## src/verilog/asdec_pkg.sv

```systemverilog
// Package of constants and types for the accumulator store decoder.
// Summary of operation
// - Pair load puts register B in upper nibble, accumulator in lower, one cycle.
// - Interrupt control load copies accumulator into interrupt control register one.
// - Wakeup load zero copies accumulator into wakeup control register zero.
// - Wakeup load one copies accumulator into wakeup control register one.
// - Wakeup load two copies accumulator into wakeup control register two.
// - Memory store writes accumulator to the nibble the data pointer selects.
// - Memory store replaces file select with its XOR against immediate j.
// - Clock control load copies accumulator into the clock control register.
// - Pull-up load copies accumulator into pull-up control register zero.
package asdec_pkg;

   // Instruction codes, ten bits wide; the store code gives only its upper six bits.
   localparam logic [9:0] OP_LOAD_PAIR_FROM_ACC_B = 10'h01A;
   localparam logic [9:0] OP_LOAD_INT_CTRL_ONE = 10'h217;
   localparam logic [9:0] OP_LOAD_WAKE_CTRL_ZERO = 10'h21B;
   localparam logic [9:0] OP_LOAD_WAKE_CTRL_ONE = 10'h214;
   localparam logic [9:0] OP_LOAD_WAKE_CTRL_TWO = 10'h215;
   localparam logic [9:0] OP_LOAD_CLOCK_CTRL = 10'h216;
   localparam logic [9:0] OP_LOAD_PULLUP_CTRL_ZERO = 10'h22D;
   localparam logic [5:0] OP_STORE_MEM_XOR_FILE_HI = 6'h2B;

   // Register read offsets on the plain register port.
   localparam logic [3:0] REG_PAIR_LO = 4'h0;
   localparam logic [3:0] REG_PAIR_HI = 4'h1;
   localparam logic [3:0] REG_INT_CTRL_ONE = 4'h2;
   localparam logic [3:0] REG_WAKE_CTRL_ZERO = 4'h3;
   localparam logic [3:0] REG_WAKE_CTRL_ONE = 4'h4;
   localparam logic [3:0] REG_WAKE_CTRL_TWO = 4'h5;
   localparam logic [3:0] REG_CLOCK_CTRL = 4'h6;
   localparam logic [3:0] REG_PULLUP_CTRL_ZERO = 4'h7;
   localparam logic [3:0] REG_FILE_SELECT = 4'h8;
   localparam logic [3:0] REG_MEM_DATA = 4'h9;

   // Reset values.
   localparam logic [3:0] RST_NIBBLE = 4'h0;
   localparam logic [7:0] RST_PAIR = 8'h00;

   // Instruction issue bundle from the core.
   typedef struct packed {
      logic valid;
      logic [9:0] code;
      logic [3:0] acc;
      logic [3:0] reg_b;
   } asdec_insn_t;

   // Destination registers as one bundle.
   typedef struct packed {
      logic [7:0] pair;
      logic [3:0] interrupt_ctrl_one;
      logic [3:0] wake_ctrl_zero;
      logic [3:0] wake_ctrl_one;
      logic [3:0] wake_ctrl_two;
      logic [3:0] clock_ctrl_reg;
      logic [3:0] pullup_ctrl_zero;
      logic [3:0] file_select;
   } asdec_dest_t;

endpackage : asdec_pkg

```

## src/verilog/asdec_data_mem.sv

```systemverilog
// Nibble-wide data memory held in flip-flops.
`timescale 1ns/100ps
module asdec_data_mem #(
   parameter int ADDR_W = 6
) (
   input wire logic clock,
   input wire logic rst_n,
   input wire logic wr_en,
   input wire logic [ADDR_W-1:0] wr_addr,
   input wire logic [3:0] wr_data,
   input wire logic [ADDR_W-1:0] rd_addr,
   output logic [3:0] rd_data
);
   import asdec_pkg::*;

   localparam int DEPTH = 1 << ADDR_W;

   logic [3:0] mem_ff [DEPTH];
   logic [3:0] nxt_mem [DEPTH];

   // Next contents: only the addressed nibble changes.
   always_comb begin
      for (int i = 0; i < DEPTH; i++) begin
         nxt_mem[i] = mem_ff[i];
      end
      if (wr_en) begin
         nxt_mem[wr_addr] = wr_data;
      end
   end

   // Memory keeps its contents through reset, as a real RAM would.
   always_ff @(posedge clock) begin
      for (int i = 0; i < DEPTH; i++) begin
         mem_ff[i] <= nxt_mem[i];
      end
   end

   // Read is asynchronous; the caller registers the result.
   assign rd_data = mem_ff[rd_addr];

endmodule : asdec_data_mem

```

## src/verilog/asdec_top.sv

```systemverilog
// Execution logic for the accumulator transfer and memory store instructions.
//
// Implementation choices: the address-and-strobe port and the register offsets.
`timescale 1ns/100ps
module asdec_top #(
   parameter int ADDR_W = 6
) (
   input wire logic clock,
   input wire logic rst_n,
   input asdec_pkg::asdec_insn_t insn,
   input wire logic [ADDR_W-1:0] data_pointer,
   output logic insn_hit,
   output logic carry_flag_we,
   output logic skip_next,
   output asdec_pkg::asdec_dest_t dest,
   input wire logic [3:0] reg_addr,
   input wire logic [3:0] reg_wdata,
   input wire logic reg_wr,
   input wire logic reg_rd,
   output logic [3:0] reg_rdata
);
   import asdec_pkg::*;

   typedef enum logic [3:0] {
      ASDEC_OP_NONE = 4'h0,
      ASDEC_OP_PAIR = 4'h1,
      ASDEC_OP_INT = 4'h2,
      ASDEC_OP_WAKE0 = 4'h3,
      ASDEC_OP_WAKE1 = 4'h4,
      ASDEC_OP_WAKE2 = 4'h5,
      ASDEC_OP_CLOCK = 4'h6,
      ASDEC_OP_PULLUP = 4'h7,
      ASDEC_OP_STORE = 4'h8
   } asdec_op_t;

   // Maps an instruction code to its operation class.
   function automatic asdec_op_t decode_op(input logic [9:0] code);
      asdec_op_t op;
      op = ASDEC_OP_NONE;
      if (code[9:4] == OP_STORE_MEM_XOR_FILE_HI) begin
         op = ASDEC_OP_STORE;
      end else begin
         unique case (code)
            OP_LOAD_PAIR_FROM_ACC_B: op = ASDEC_OP_PAIR;
            OP_LOAD_INT_CTRL_ONE: op = ASDEC_OP_INT;
            OP_LOAD_WAKE_CTRL_ZERO: op = ASDEC_OP_WAKE0;
            OP_LOAD_WAKE_CTRL_ONE: op = ASDEC_OP_WAKE1;
            OP_LOAD_WAKE_CTRL_TWO: op = ASDEC_OP_WAKE2;
            OP_LOAD_CLOCK_CTRL: op = ASDEC_OP_CLOCK;
            OP_LOAD_PULLUP_CTRL_ZERO: op = ASDEC_OP_PULLUP;
            default: op = ASDEC_OP_NONE;
         endcase
      end
      return op;
   endfunction : decode_op

   asdec_op_t op;
   asdec_dest_t dest_ff;
   asdec_dest_t nxt_dest;
   logic [3:0] rdata_ff;
   logic [3:0] nxt_rdata;
   logic mem_wr;
   logic [3:0] mem_rd_data;

   // Every instruction of the group finishes in the cycle it is issued.
   assign op = insn.valid ? decode_op(insn.code) : ASDEC_OP_NONE;
   assign insn_hit = (op != ASDEC_OP_NONE);
   assign carry_flag_we = 1'b0;
   assign skip_next = 1'b0;
   assign mem_wr = (op == ASDEC_OP_STORE);

   // Destination register updates; a software write to file select loses to a store in the same cycle.
   always_comb begin
      nxt_dest = dest_ff;
      if (reg_wr && reg_addr == REG_FILE_SELECT) begin
         nxt_dest.file_select = reg_wdata;
      end
      unique case (op)
         ASDEC_OP_PAIR: nxt_dest.pair = {insn.reg_b, insn.acc};
         ASDEC_OP_INT: nxt_dest.interrupt_ctrl_one = insn.acc;
         ASDEC_OP_WAKE0: nxt_dest.wake_ctrl_zero = insn.acc;
         ASDEC_OP_WAKE1: nxt_dest.wake_ctrl_one = insn.acc;
         ASDEC_OP_WAKE2: nxt_dest.wake_ctrl_two = insn.acc;
         ASDEC_OP_CLOCK: nxt_dest.clock_ctrl_reg = insn.acc;
         ASDEC_OP_PULLUP: nxt_dest.pullup_ctrl_zero = insn.acc;
         ASDEC_OP_STORE: nxt_dest.file_select = dest_ff.file_select ^ insn.code[3:0];
         ASDEC_OP_NONE: nxt_dest = nxt_dest;
      endcase
   end

   // Destination registers with synchronous reset.
   always_ff @(posedge clock) begin
      if (!rst_n) begin
         dest_ff <= '{pair: RST_PAIR, default: RST_NIBBLE};
      end else begin
         dest_ff <= nxt_dest;
      end
   end

   assign dest = dest_ff;

   // Register read mux; unmapped offsets read zero.
   always_comb begin
      nxt_rdata = 4'h0;
      if (reg_rd) begin
         unique case (reg_addr)
            REG_PAIR_LO: nxt_rdata = dest_ff.pair[3:0];
            REG_PAIR_HI: nxt_rdata = dest_ff.pair[7:4];
            REG_INT_CTRL_ONE: nxt_rdata = dest_ff.interrupt_ctrl_one;
            REG_WAKE_CTRL_ZERO: nxt_rdata = dest_ff.wake_ctrl_zero;
            REG_WAKE_CTRL_ONE: nxt_rdata = dest_ff.wake_ctrl_one;
            REG_WAKE_CTRL_TWO: nxt_rdata = dest_ff.wake_ctrl_two;
            REG_CLOCK_CTRL: nxt_rdata = dest_ff.clock_ctrl_reg;
            REG_PULLUP_CTRL_ZERO: nxt_rdata = dest_ff.pullup_ctrl_zero;
            REG_FILE_SELECT: nxt_rdata = dest_ff.file_select;
            REG_MEM_DATA: nxt_rdata = mem_rd_data;
            default: nxt_rdata = 4'h0;
         endcase
      end
   end

   // Read data stands only in the cycle after the strobe.
   always_ff @(posedge clock) begin
      if (!rst_n) begin
         rdata_ff <= 4'h0;
      end else begin
         rdata_ff <= nxt_rdata;
      end
   end

   assign reg_rdata = rdata_ff;

   // Data memory, written by the store and readable at the current pointer.
   asdec_data_mem #(
      .ADDR_W(ADDR_W)
   ) u_mem (
      .clock(clock),
      .rst_n(rst_n),
      .wr_en(mem_wr),
      .wr_addr(data_pointer),
      .wr_data(insn.acc),
      .rd_addr(data_pointer),
      .rd_data(mem_rd_data)
   );

endmodule : asdec_top

```

## config.mk

```make
export PLATFORM = sky130hd
export DESIGN_NAME = asdec_top
export DESIGN_NICKNAME = d
export VERILOG_FILES = /design/src/verilog/asdec_pkg.sv /design/src/verilog/asdec_data_mem.sv /design/src/verilog/asdec_top.sv
export SDC_FILE = /design/constraint.sdc
export NUM_CORES = 1
export LEC_CHECK = 0
export BUFFER_PORTS_ARGS = -buffer_cell sky130_fd_sc_hd__buf_4
export CORE_UTILIZATION = 31
export DETAILED_ROUTE_END_ITERATION = 10
export GPL_ROUTABILITY_DRIVEN = 0
export GPL_TIMING_DRIVEN = 1
export SLEW_MARGIN = 20
export SYNTH_ARGS = -nofsm -noshare
export SYNTH_HDL_FRONTEND = slang
export SYNTH_SLANG_ARGS = --single-unit
```

## constraint.sdc

```tcl
create_clock -name clock -period 2.6 [get_ports clock]
set_clock_uncertainty 0.2 [all_clocks]
set_input_delay 0.52 -clock clock [delete_from_list [all_inputs] [get_ports clock]]
set_output_delay 0.52 -clock clock [all_outputs]
set_load 0.01 [all_outputs]
```

==> results of run 1 <==
## worst max-delay path, cell delays in order
cell and delay, ns:
buf_4 0.11, nor4bb_1 0.40, buf_4 0.18, nand4_1 0.08
o211a_1 0.16, a21boi_0 0.19, buf_4 0.16
## flip-flops by register name, summed over array words and instances, names as in the netlist
register      cells
u_mem.mem_ff    256
dest             36
reg_rdata         4
## cell type report
type | count | area share, %
clock buffer | 36 | 5.14
clock inverter | 19 | 1.22
inverter | 4 | 0.0948
multi-input combinational | 481 | 23.6
sequential | 296 | 53.6
tap | 525 | 4.15
timing repair buffer | 246 | 12.2
## worst max-delay path by stage
| stage | startpoint | endpoint | slack, ns | cells past startpoint |
|---|---|---|---|---|
| 2_1_floorplan | data_pointer[2] | reg_rdata[2]$_SDFF_PN0_ | 0.02 | 8 |
| 3_3_place_gp | data_pointer[0] | reg_rdata[1]$_SDFF_PN0_ | -0.45 | 9 |
| 3_5_place_dp | data_pointer[0] | reg_rdata[1]$_SDFF_PN0_ | -0.38 | 9 |
| 4_1_cts | insn[16] | insn_hit | 0.02 | 9 |
| 5_1_grt | insn[16] | insn_hit | -0.004 | 9 |
| 6_report | insn[16] | insn_hit | 0.08 | 7 |
## through the flow
step | utilization [%] | area [um2] | total power (uW) | worst slack [ns]
6_report | 39.9 | 15800 | 10200 | 0.0838
5_1_grt | 39.9 | 15800 | 10500 | -0.00366
4_1_cts | 39.8 | 15800 | 10300 | 0.0188
3_5_place_dp | 37.2 | 14800 | 5890 | -0.378
3_3_place_gp | 37.2 | 14800 | 5880 | -0.451
2_1_floorplan | - | 12500 | 5570 | 0.0179
## synth_stat cells, drive strengths merged (7+ instances only)
library cell / instances
a21oi: 19
mux2: 25
nor2b: 49
edfxtp: 256
o21ai: 15
mux2i: 58
buf: 28
clkbuf: 31
and3: 9
dfxtp: 40
nand3: 23
mux4: 28
a221oi: 26
nor3b: 7
nand2: 19
nor2: 88
a22oi: 14
nand4: 7
o22ai: 8
## cells by family (layout without fill, tap and decap cells)
group / Yosys count / after routing / share of synthesized area (%)
AO/OA/AOI/OAI: 128 / 128 / 7.59
XOR/XNOR: 1 / 1 / 0.0700
buffers and inverters: 63 / 305 / 2.51
flip-flops: 296 / 296 / 67.8
multiplexers: 111 / 111 / 12.0
other: 1 / 2 / 0.0300
AND/OR/NAND/NOR: 239 / 239 / 10.0
## routing by layer
layer,part of all wire (%),wire (um),GRT usage [%]
met4,2.3,765,4.14
met5,0.033,11,0
met3,7.7,2610,3.61
met2,45,15400,25.2
met1,45,15000,23.3
## repair_timing
action / CTS / global route
endpoints found under the hold margin: 1 / 0
hold buffers: 1 / 0
setup buffers: 0 / 0
endpoints found under the setup margin: 1 / 2
gates resized for setup: 1 / 4
## power by group
| part | switching (uW) | leakage (uW) | internal [uW] |
|---|---|---|---|
| logic | 367 | 0.00245 | 267 |
| clock network | 1830 | 0.000498 | 2610 |
| registers | 2.97 | 0.00262 | 5150 |
| total | 2200 | 0.00557 | 8040 |
==> impl_metrics.tcl, run 1 <==
set metrics [dict create \
    drt_pass1_iterations 5 \
    syn_inst 839 \
    layout_commonest_cell "edfxtp_1" \
    instances_no_fill 1607 \
    cp.required_ns 1.88 \
    grt_use_total_pct 16.4 \
    rows 73 \
    die_x_um 203 \
    drt_wl_total_mm 33.8 \
    final_max_slew_viol_count 0 \
    netlist_area_um2 12500 \
    status "completed" \
    via_per_inst 5.12 \
    multi_input_area_um2 3740 \
    initial_utilization_pct 31.5 \
    antenna_found_initial 1 \
    crit_path_start_kind "input port" \
    clock_latency_ns 0.57 \
    leakage_uw 0.00557 \
    fp.dieH_um 203 \
    max-slew-margin-rel_pct 45.9 \
    ys.flop_type "edfxtp_1" \
    clock_sinks 296 \
    ys_seq_area_share_pct 67.8 \
    avgSynthCellArea_um2 14.9 \
    holdWs_ns 0.0233 \
    r2r-end "reg_rdata[1]$_SDFF_PN0_" \
    setup_viol 0 \
    timing.rr.start "u_mem.mem_ff[59][1]$_DFFE_PP_" \
    arrival_ns 1.80 \
    ys_ff_latch 296 \
    syn_to_final_growth_pct 26.5 \
    grt_pass1_vias 8329 \
    seqCellArea_um2 8490 \
    synth-edff-count 256 \
    antenna_cells 0 \
    period_needed_ns 2.52 \
    worstHoldStart "insn[1]" \
    wl_per_cell_um 21.0 \
    drc 0 \
    ant_nets 0 \
    drive_gt1_share_pct 33.2 \
    grt_pass1_wl_mm 51.2 \
    cts_buffer_depth 3 \
    finalCritPeriodShare_pct 96.8 \
    vias 8229 \
    placed_cells 1551 \
    cts_tree "built" \
    path_class "in2out" \
    hold_path_depth 3 \
    vdd_drop_max_v 0.000448 \
    worst_hold_path.endpoint "dest[33]$_SDFFE_PN0N_" \
    finalHoldViolCount 0 \
    yosysTopAreaCell "edfxtp_1" \
    yosysWarnings 0 \
    port_buffers 77 \
    die-area_um2 41200 \
    p_per_area_nw_per_um2 646 \
    max_freq_mhz 397 \
    htree_levels 1 \
    layout_common_cells "edfxtp_1 (256), buf_4 (239), nor2_1 (88), mux2i_1 (58), nor2b_1 (49)" \
    r2r_slack_ns 0.16 \
    setup.worst_path.end_class "output pin" \
    r2r_cells 8 \
    synth_top_area_share_pct 61.4 \
    fill_cells 3672 \
    tightest_slew_ns 0.811 \
    grt.overflow.total 0 \
    synth.distinct_cells 65 \
    io_pins 80 \
    nets 1096 \
    grt_start_max_net_pins 72 \
    fin_setup_tns_ns 0 \
    path_clk_slew_ns 0.06 \
    cts-buffers-inserted 30 \
    core_region_area_um2 39700 \
    drtIter0Drc 777 \
    maxCapViolations 0 \
    hpwl_mm 22.9 \
    cts_root_buf "clkbuf_16" \
    cp_max_fo 2 \
    synth-async-reset-ratio_pct 0 \
    synth_area_leaders "edfxtp_1 (61%), dfxtp_1 (6.4%), mux4_2 (5.0%)" \
    hold_path_class "in2reg" \
]
Power figures use the tool's default switching activity.
==> inputs of run 2 (changes only) <==
--- a/config.mk
+++ b/config.mk
@@ -10,6 +10,8 @@
 export DETAILED_ROUTE_END_ITERATION = 10
 export GPL_ROUTABILITY_DRIVEN = 0
 export GPL_TIMING_DRIVEN = 1
+export PLACE_DENSITY = 0.53
+export REMOVE_ABC_BUFFERS = 1
 export SLEW_MARGIN = 20
 export SYNTH_ARGS = -nofsm -noshare
 export SYNTH_HDL_FRONTEND = slang
==> impl_metrics.tcl, run 2 (same netlist as run 1, synthesis figures left out) <==
set metrics [dict create \
    path_class "in2reg" \
    power_uw 10500 \
    wl_per_cell_um 22.1 \
    antenna_cells 0 \
    vias 8357 \
    via_per_inst 5.08 \
    p_int_uw 8250 \
    clock_latency_ns 0.53 \
    p_sw_share_pct 21.8 \
    htree_levels 2 \
    worst_hold_path.endpoint "dest[34]$_SDFFE_PN0N_" \
    cts_buffer_depth 3 \
    finalHoldViolCount 0 \
    finalCritPeriodShare_pct 94.5 \
    regMostFlops "u_mem.mem_ff" \
    holdWs_ns 0.0633 \
    seqPwrFrac_pct 48.9 \
    largest_reg_flops 256 \
    comb_power_share_pct 6.5 \
    drtIter0Drc 633 \
    crit_path_start_kind "input port" \
    dp_slack_ns -0.392 \
    grt_pass1_wl_mm 54.5 \
    grt_pass1_vias 8507 \
    rows 73 \
    setup_viol 0 \
    antenna_found_initial 0 \
    fill_cells 3739 \
    p_per_area_nw_per_um2 649 \
    syn_to_final_growth_pct 29.9 \
    final_max_slew_viol_count 0 \
    setup.worst_path.end_class "register" \
    grt_use_total_pct 17.9 \
    cp.required_ns 2.80 \
    maxCapViolations 0 \
    rsz0062_at_grt "no" \
    initial_utilization_pct 31.5 \
    hold_path_class "in2reg" \
    port_buffers 77 \
    grt.overflow.total 0 \
    layout_common_cells "buf_4 (268), edfxtp_1 (256), nor2_1 (88), mux2i_1 (58), nor2b_1 (49)" \
    drive_gt1_share_pct 35.3 \
    drc 0 \
    worstHoldStart "insn[2]" \
    ant_nets 0 \
    cts_root_buf "clkbuf_16" \
    status "completed" \
    timing.rr.start "u_mem.mem_ff[59][1]$_DFFE_PP_" \
    fp.dieH_um 203 \
    drt_pass1_iterations 5 \
    arrival_ns 2.66 \
    die-area_um2 41200 \
    path_clk_slew_ns 0.06 \
    r2r-end "reg_rdata[1]$_SDFF_PN0_" \
    max_freq_mhz 407 \
    drt_wl_total_mm 36.4 \
    hpwl_mm 24.9 \
    period_needed_ns 2.46 \
    vdd_drop_max_v 0.000429 \
    grt_start_max_net_pins 72 \
    die_x_um 203 \
    holdBufCountCts 0 \
    core_region_area_um2 39700 \
    nets 1136 \
    leakage_uw 0.00581 \
    cts_tree "built" \
    postLayoutCoreUtil_pct 40.9 \
    postCtsSetupRepairBufs 0 \
    tightest_slew_ns 0.792 \
    io_pins 80 \
    r2r_cells 8 \
    cp_max_fo 13 \
    clkPwrFrac_pct 44.6 \
    cts-buffers-inserted 35 \
    ctsResizeCount 0 \
    layout_commonest_cell "buf_4" \
    hold_path_depth 3 \
    switchingPower_uw 2300 \
    max-slew-margin-rel_pct 47.2 \
    setup_slack_ns 0.142 \
    clock_sinks 296 \
    r2r_slack_ns 0.17 \
]
[run 2: worst max-delay path by stage]
stage / endpoint / startpoint
after CTS: insn_hit / insn[13]
final: reg_rdata[0]$_SDFF_PN0_ / data_pointer[0]
after detailed placement: reg_rdata[2]$_SDFF_PN0_ / data_pointer[0]
after floorplan: dest[28]$_SDFFE_PN0N_ / insn[13]
after global routing: insn_hit / insn[13]
after global placement: reg_rdata[1]$_SDFF_PN0_ / data_pointer[0]
[run 2: per-stage QoR]
step                instances  TNS (ns)  cell area, um2
global placement         1587     -9.24           15200
floorplan                 781     -2.67           12200
CTS                      1646         0           16200
finish                   1646         0           16300
global route             1646         0           16300
detailed placement       1587    -11.33           15200
[run 2: worst max-delay path, stage by stage]
cell      delay, ns
buf_4          0.25
buf_4          0.20
mux4_2         0.50
a22o_1         0.19
a221oi_1       0.38
nand3_1        0.24
o31ai_1        0.27
a21oi_1        0.10
[run 2: power by group through the flow]
| stage | combinational, uW | clock (uW) | sequential (uW) |
|---|---|---|---|
| 3_5_place_dp | 690 | 0 | 5260 |
| 3_3_place_gp | 685 | 0 | 5260 |
| 5_1_grt | 735 | 4980 | 5160 |
| 4_1_cts | 691 | 4810 | 5160 |
| 6_report | 689 | 4700 | 5160 |
| 2_1_floorplan | 215 | 0 | 5260 |
[run 2: metal layers]
metal  track usage, %  vias to the layer above  routed length (um)
met1             25.2                     4216               16900
met5                0                        -                   0
met4             4.48                        0                 630
met2             27.8                      281               16500
met3             3.79                       51                2330
li1                 -                     3809                   -
[run 2: area by class of cell]
class | instances | area (um2) | area share, %
clock inverter | 14 | 135 | 0.831
timing repair buffer | 281 | 2270 | 14.0
tap | 525 | 657 | 4.04
multi-input combinational | 481 | 3740 | 23.0
inverter | 4 | 15.0 | 0.0923
clock buffer | 45 | 955 | 5.87
sequential | 296 | 8490 | 52.2
==> inputs of run 3 (changes only) <==
--- a/config.mk
+++ b/config.mk
@@ -6,13 +6,14 @@
 export NUM_CORES = 1
 export LEC_CHECK = 0
 export BUFFER_PORTS_ARGS = -buffer_cell sky130_fd_sc_hd__buf_4
-export CORE_UTILIZATION = 31
+export CORE_UTILIZATION = 25
 export DETAILED_ROUTE_END_ITERATION = 10
 export GPL_ROUTABILITY_DRIVEN = 0
 export GPL_TIMING_DRIVEN = 1
-export PLACE_DENSITY = 0.53
+export PLACE_DENSITY = 0.45
 export REMOVE_ABC_BUFFERS = 1
 export SLEW_MARGIN = 20
 export SYNTH_ARGS = -nofsm -noshare
 export SYNTH_HDL_FRONTEND = slang
+export SYNTH_HIERARCHICAL = 1
 export SYNTH_SLANG_ARGS = --single-unit
==> constraint.sdc (replaced) <==
create_clock -name clock -period 2.7 [get_ports clock]
set_clock_uncertainty 0.2 [all_clocks]
set_input_delay 0.54 -clock clock [delete_from_list [all_inputs] [get_ports clock]]
set_output_delay 0.54 -clock clock [all_outputs]
set_load 0.01 [all_outputs]
==> impl_metrics.tcl, run 3 <==
set metrics [dict create \
    ant_nets 0 \
    grt_pass1_vias 7852 \
    yosysWarnings 6 \
    antenna_found_initial 1 \
    worst_hold_path.endpoint "dest[33]$_SDFFE_PN0N_" \
    hpwl_mm 22.9 \
    final_max_slew_viol_count 0 \
    die_x_um 226 \
    ys_ff_latch 296 \
    grt-busiest-layer "met2" \
    setup_slack_ns 0.126 \
    cp_slowest_cell "mux4_1" \
    cp_max_fo 8 \
    max_stage_delay_ns 0.55 \
    port_buffers 77 \
    wl_per_cell_um 20.0 \
    cp_cell_sequence "buf_12 -> buf_16 -> buf_12 -> mux4_1 -> mux2i_2 -> a31oi_1 -> a32o_1 -> mux2i_1 -> o2bb2ai_1 -> a22oi_1 -> or2_2 -> a21oi_1" \
    avgSynthCellArea_um2 16.1 \
    fill_cells 4933 \
    fp.dieH_um 226 \
    maxCapViolations 0 \
    initial_utilization_pct 25.5 \
    dp_slack_ns -0.624 \
    die-area_um2 51200 \
    p_per_area_nw_per_um2 620 \
    grt_start_max_net_pins 47 \
    layout_commonest_cell "edfxtp_1" \
    drive_gt1_share_pct 33.6 \
    synth_commonest_cells "edfxtp_1 (256), nor2_1 (90), nand2_1 (55)" \
    largest_reg_flops 256 \
    synth_top_area_share_pct 61.1 \
    setup.worst_path.end_class "register" \
    drt_pass1_iterations 5 \
    hold_path_depth 3 \
    crit_path_frequent_cell "buf_12" \
    tightest_slew_ns 0.510 \
    ys_seq_area_share_pct 67.5 \
    crit_start "data_pointer[0]" \
    finalCritPeriodShare_pct 95.3 \
    seqCellArea_um2 8490 \
    path_clk_slew_ns 0.06 \
    via_per_inst 4.54 \
    cts_root_buf "clkbuf_16" \
    syn_inst 781 \
    yosysMostFrequentCell "edfxtp_1" \
    arrival_ns 2.76 \
    met2_usage_pct 21.5 \
    drc 0 \
    r2r_cells 10 \
    leakage_uw 0.00567 \
    grt_pass1_wl_mm 49.5 \
    max_freq_mhz 389 \
    synth.distinct_cells 60 \
    timing.rr.start "u_mem/mem_ff[47][2]$_DFFE_PP_" \
    grt.overflow.total 0 \
    vdd_drop_max_v 0.000440 \
    multi_input_area_um2 3830 \
    grt_util_met3_pct 2.29 \
    yosysTopAreaCell "edfxtp_1" \
    htree_levels 2 \
    max-slew-margin-rel_pct 65.6 \
    rsz0062_at_grt "yes" \
    syn_to_final_growth_pct 28.2 \
    netlist_area_um2 12600 \
    layout_common_cells "edfxtp_1 (256), buf_4 (217), nor2_1 (90), nand2_1 (55), dfxtp_1 (40)" \
    setup_viol 0 \
    synth-edff-count 256 \
    holdBufCountCts 0 \
    ys.flop_type "edfxtp_1" \
    core_region_area_um2 49300 \
    antenna_cells 0 \
    drt_wl_total_mm 33.8 \
    r2r-end "reg_rdata[2]$_SDFF_PN0_" \
    io_pins 80 \
    grt_use_total_pct 13.1 \
    clock_latency_ns 0.52 \
    status "completed" \
    hold_path_class "in2reg" \
    vias 7661 \
    nets 1037 \
    drtIter0Drc 500 \
    period_needed_ns 2.57 \
    r2r_slack_ns 0.14 \
    met1_usage_pct 17.8 \
    synth_area_leaders "edfxtp_1 (61%), mux4_1 (6.7%), dfxtp_1 (6.4%)" \
    rows 81 \
    clock_sinks 296 \
    regMostFlops "u_mem/mem_ff" \
    cts_tree "built" \
    cp.required_ns 2.89 \
    crit_path_start_kind "input port" \
    worstHoldStart "insn[1]" \
    synth-async-reset-ratio_pct 0 \
    postLayoutCoreUtil_pct 32.7 \
    cts_buffer_depth 3 \
    path_class "in2reg" \
    finalHoldViolCount 0 \
    cts-buffers-inserted 34 \
]
-- run 3: changes by cell type after synthesis, sizes merged, moves of 6 or more --
cell,delta
nor2b,-40
clkbuf,-11
and3,-8
mux2i,-21
mux2,-19
a211o,-6
o221ai,+6
mux4,+34
a221oi,-26
nand2,+36
-- run 3: how the worst max path moves through the flow --
stage | end | depth (start not counted) | slack (ns)
floorplan | u_mem/mem_ff[46][0]$_DFFE_PP_ | 6 | 0.22
detailed placement | reg_rdata[3]$_SDFF_PN0_ | 11 | -0.62
global route | reg_rdata[2]$_SDFF_PN0_ | 10 | -0.02
CTS | reg_rdata[2]$_SDFF_PN0_ | 12 | 0.007
finish | reg_rdata[3]$_SDFF_PN0_ | 12 | 0.13
global placement | reg_rdata[3]$_SDFF_PN0_ | 11 | -0.63
-- run 3: through the flow --
stage / TNS (ns) / hold WS [ns] / std cells / total power, uW / instance area [um2]
after detailed placement: -2.31 / 0.270 / 1619 / 5630 / 14800
after CTS: 0 / 0.0569 / 1679 / 10100 / 16000
after floorplan: 0 / 0.288 / 734 / 5270 / 12300
after global routing: -0.0219 / 0.0575 / 1687 / 10300 / 16100
final: 0 / 0.0734 / 1687 / 10000 / 16100
after global placement: -2.36 / 0.264 / 1619 / 5630 / 14800
-- run 3: kinds of logic after synthesis --
group	after synthesis	share of synthesized area (%)
multiplexers	105	15.5
AND/OR/NAND/NOR	237	9.41
other	1	0.0298
AO/OA/AOI/OAI	89	4.79
flip-flops	296	67.5
buffers and inverters	51	2.64
XOR/XNOR	2	0.139
-- run 3: cell type report --
class	count	area share, %
Inverter	3	0.0698
Clock inverter	15	0.628
Clock buffer	44	6.03
Tap cell	664	5.15
Timing Repair Buffer	230	11.8
Sequential cell	296	52.6
Multi-Input combinational cell	435	23.7
-- run 3: critical path: cells and delay by family --
family          cells  cell delay, ns
mux                 3            0.95
compound gates      5            0.70
simple gates        1            0.13
buf+inv             3            0.42
-- run 3: layer usage --
layer / share of wire, % / vias up
li1: - / 3536
met1: 46 / 3916
met2: 48 / 166
met3: 4.4 / 43
met4: 1.9 / 0
met5: 0 / -
-- run 3: power breakdown --
part	switching [uW]	total, uW	leakage (uW)	internal [uW]
registers	2.26	4970	0.00262	4960
logic	346	614	0.00252	268
clock network	1790	4420	0.000525	2630
-- run 3: timing repair --
action / 4_1_cts / 5_1_grt
resized for setup: 6 / 22
gates cloned: 1 / 2
setup endpoints to repair: 2 / 4
buffers inserted: 0 / 6
pin swaps: 0 / 4
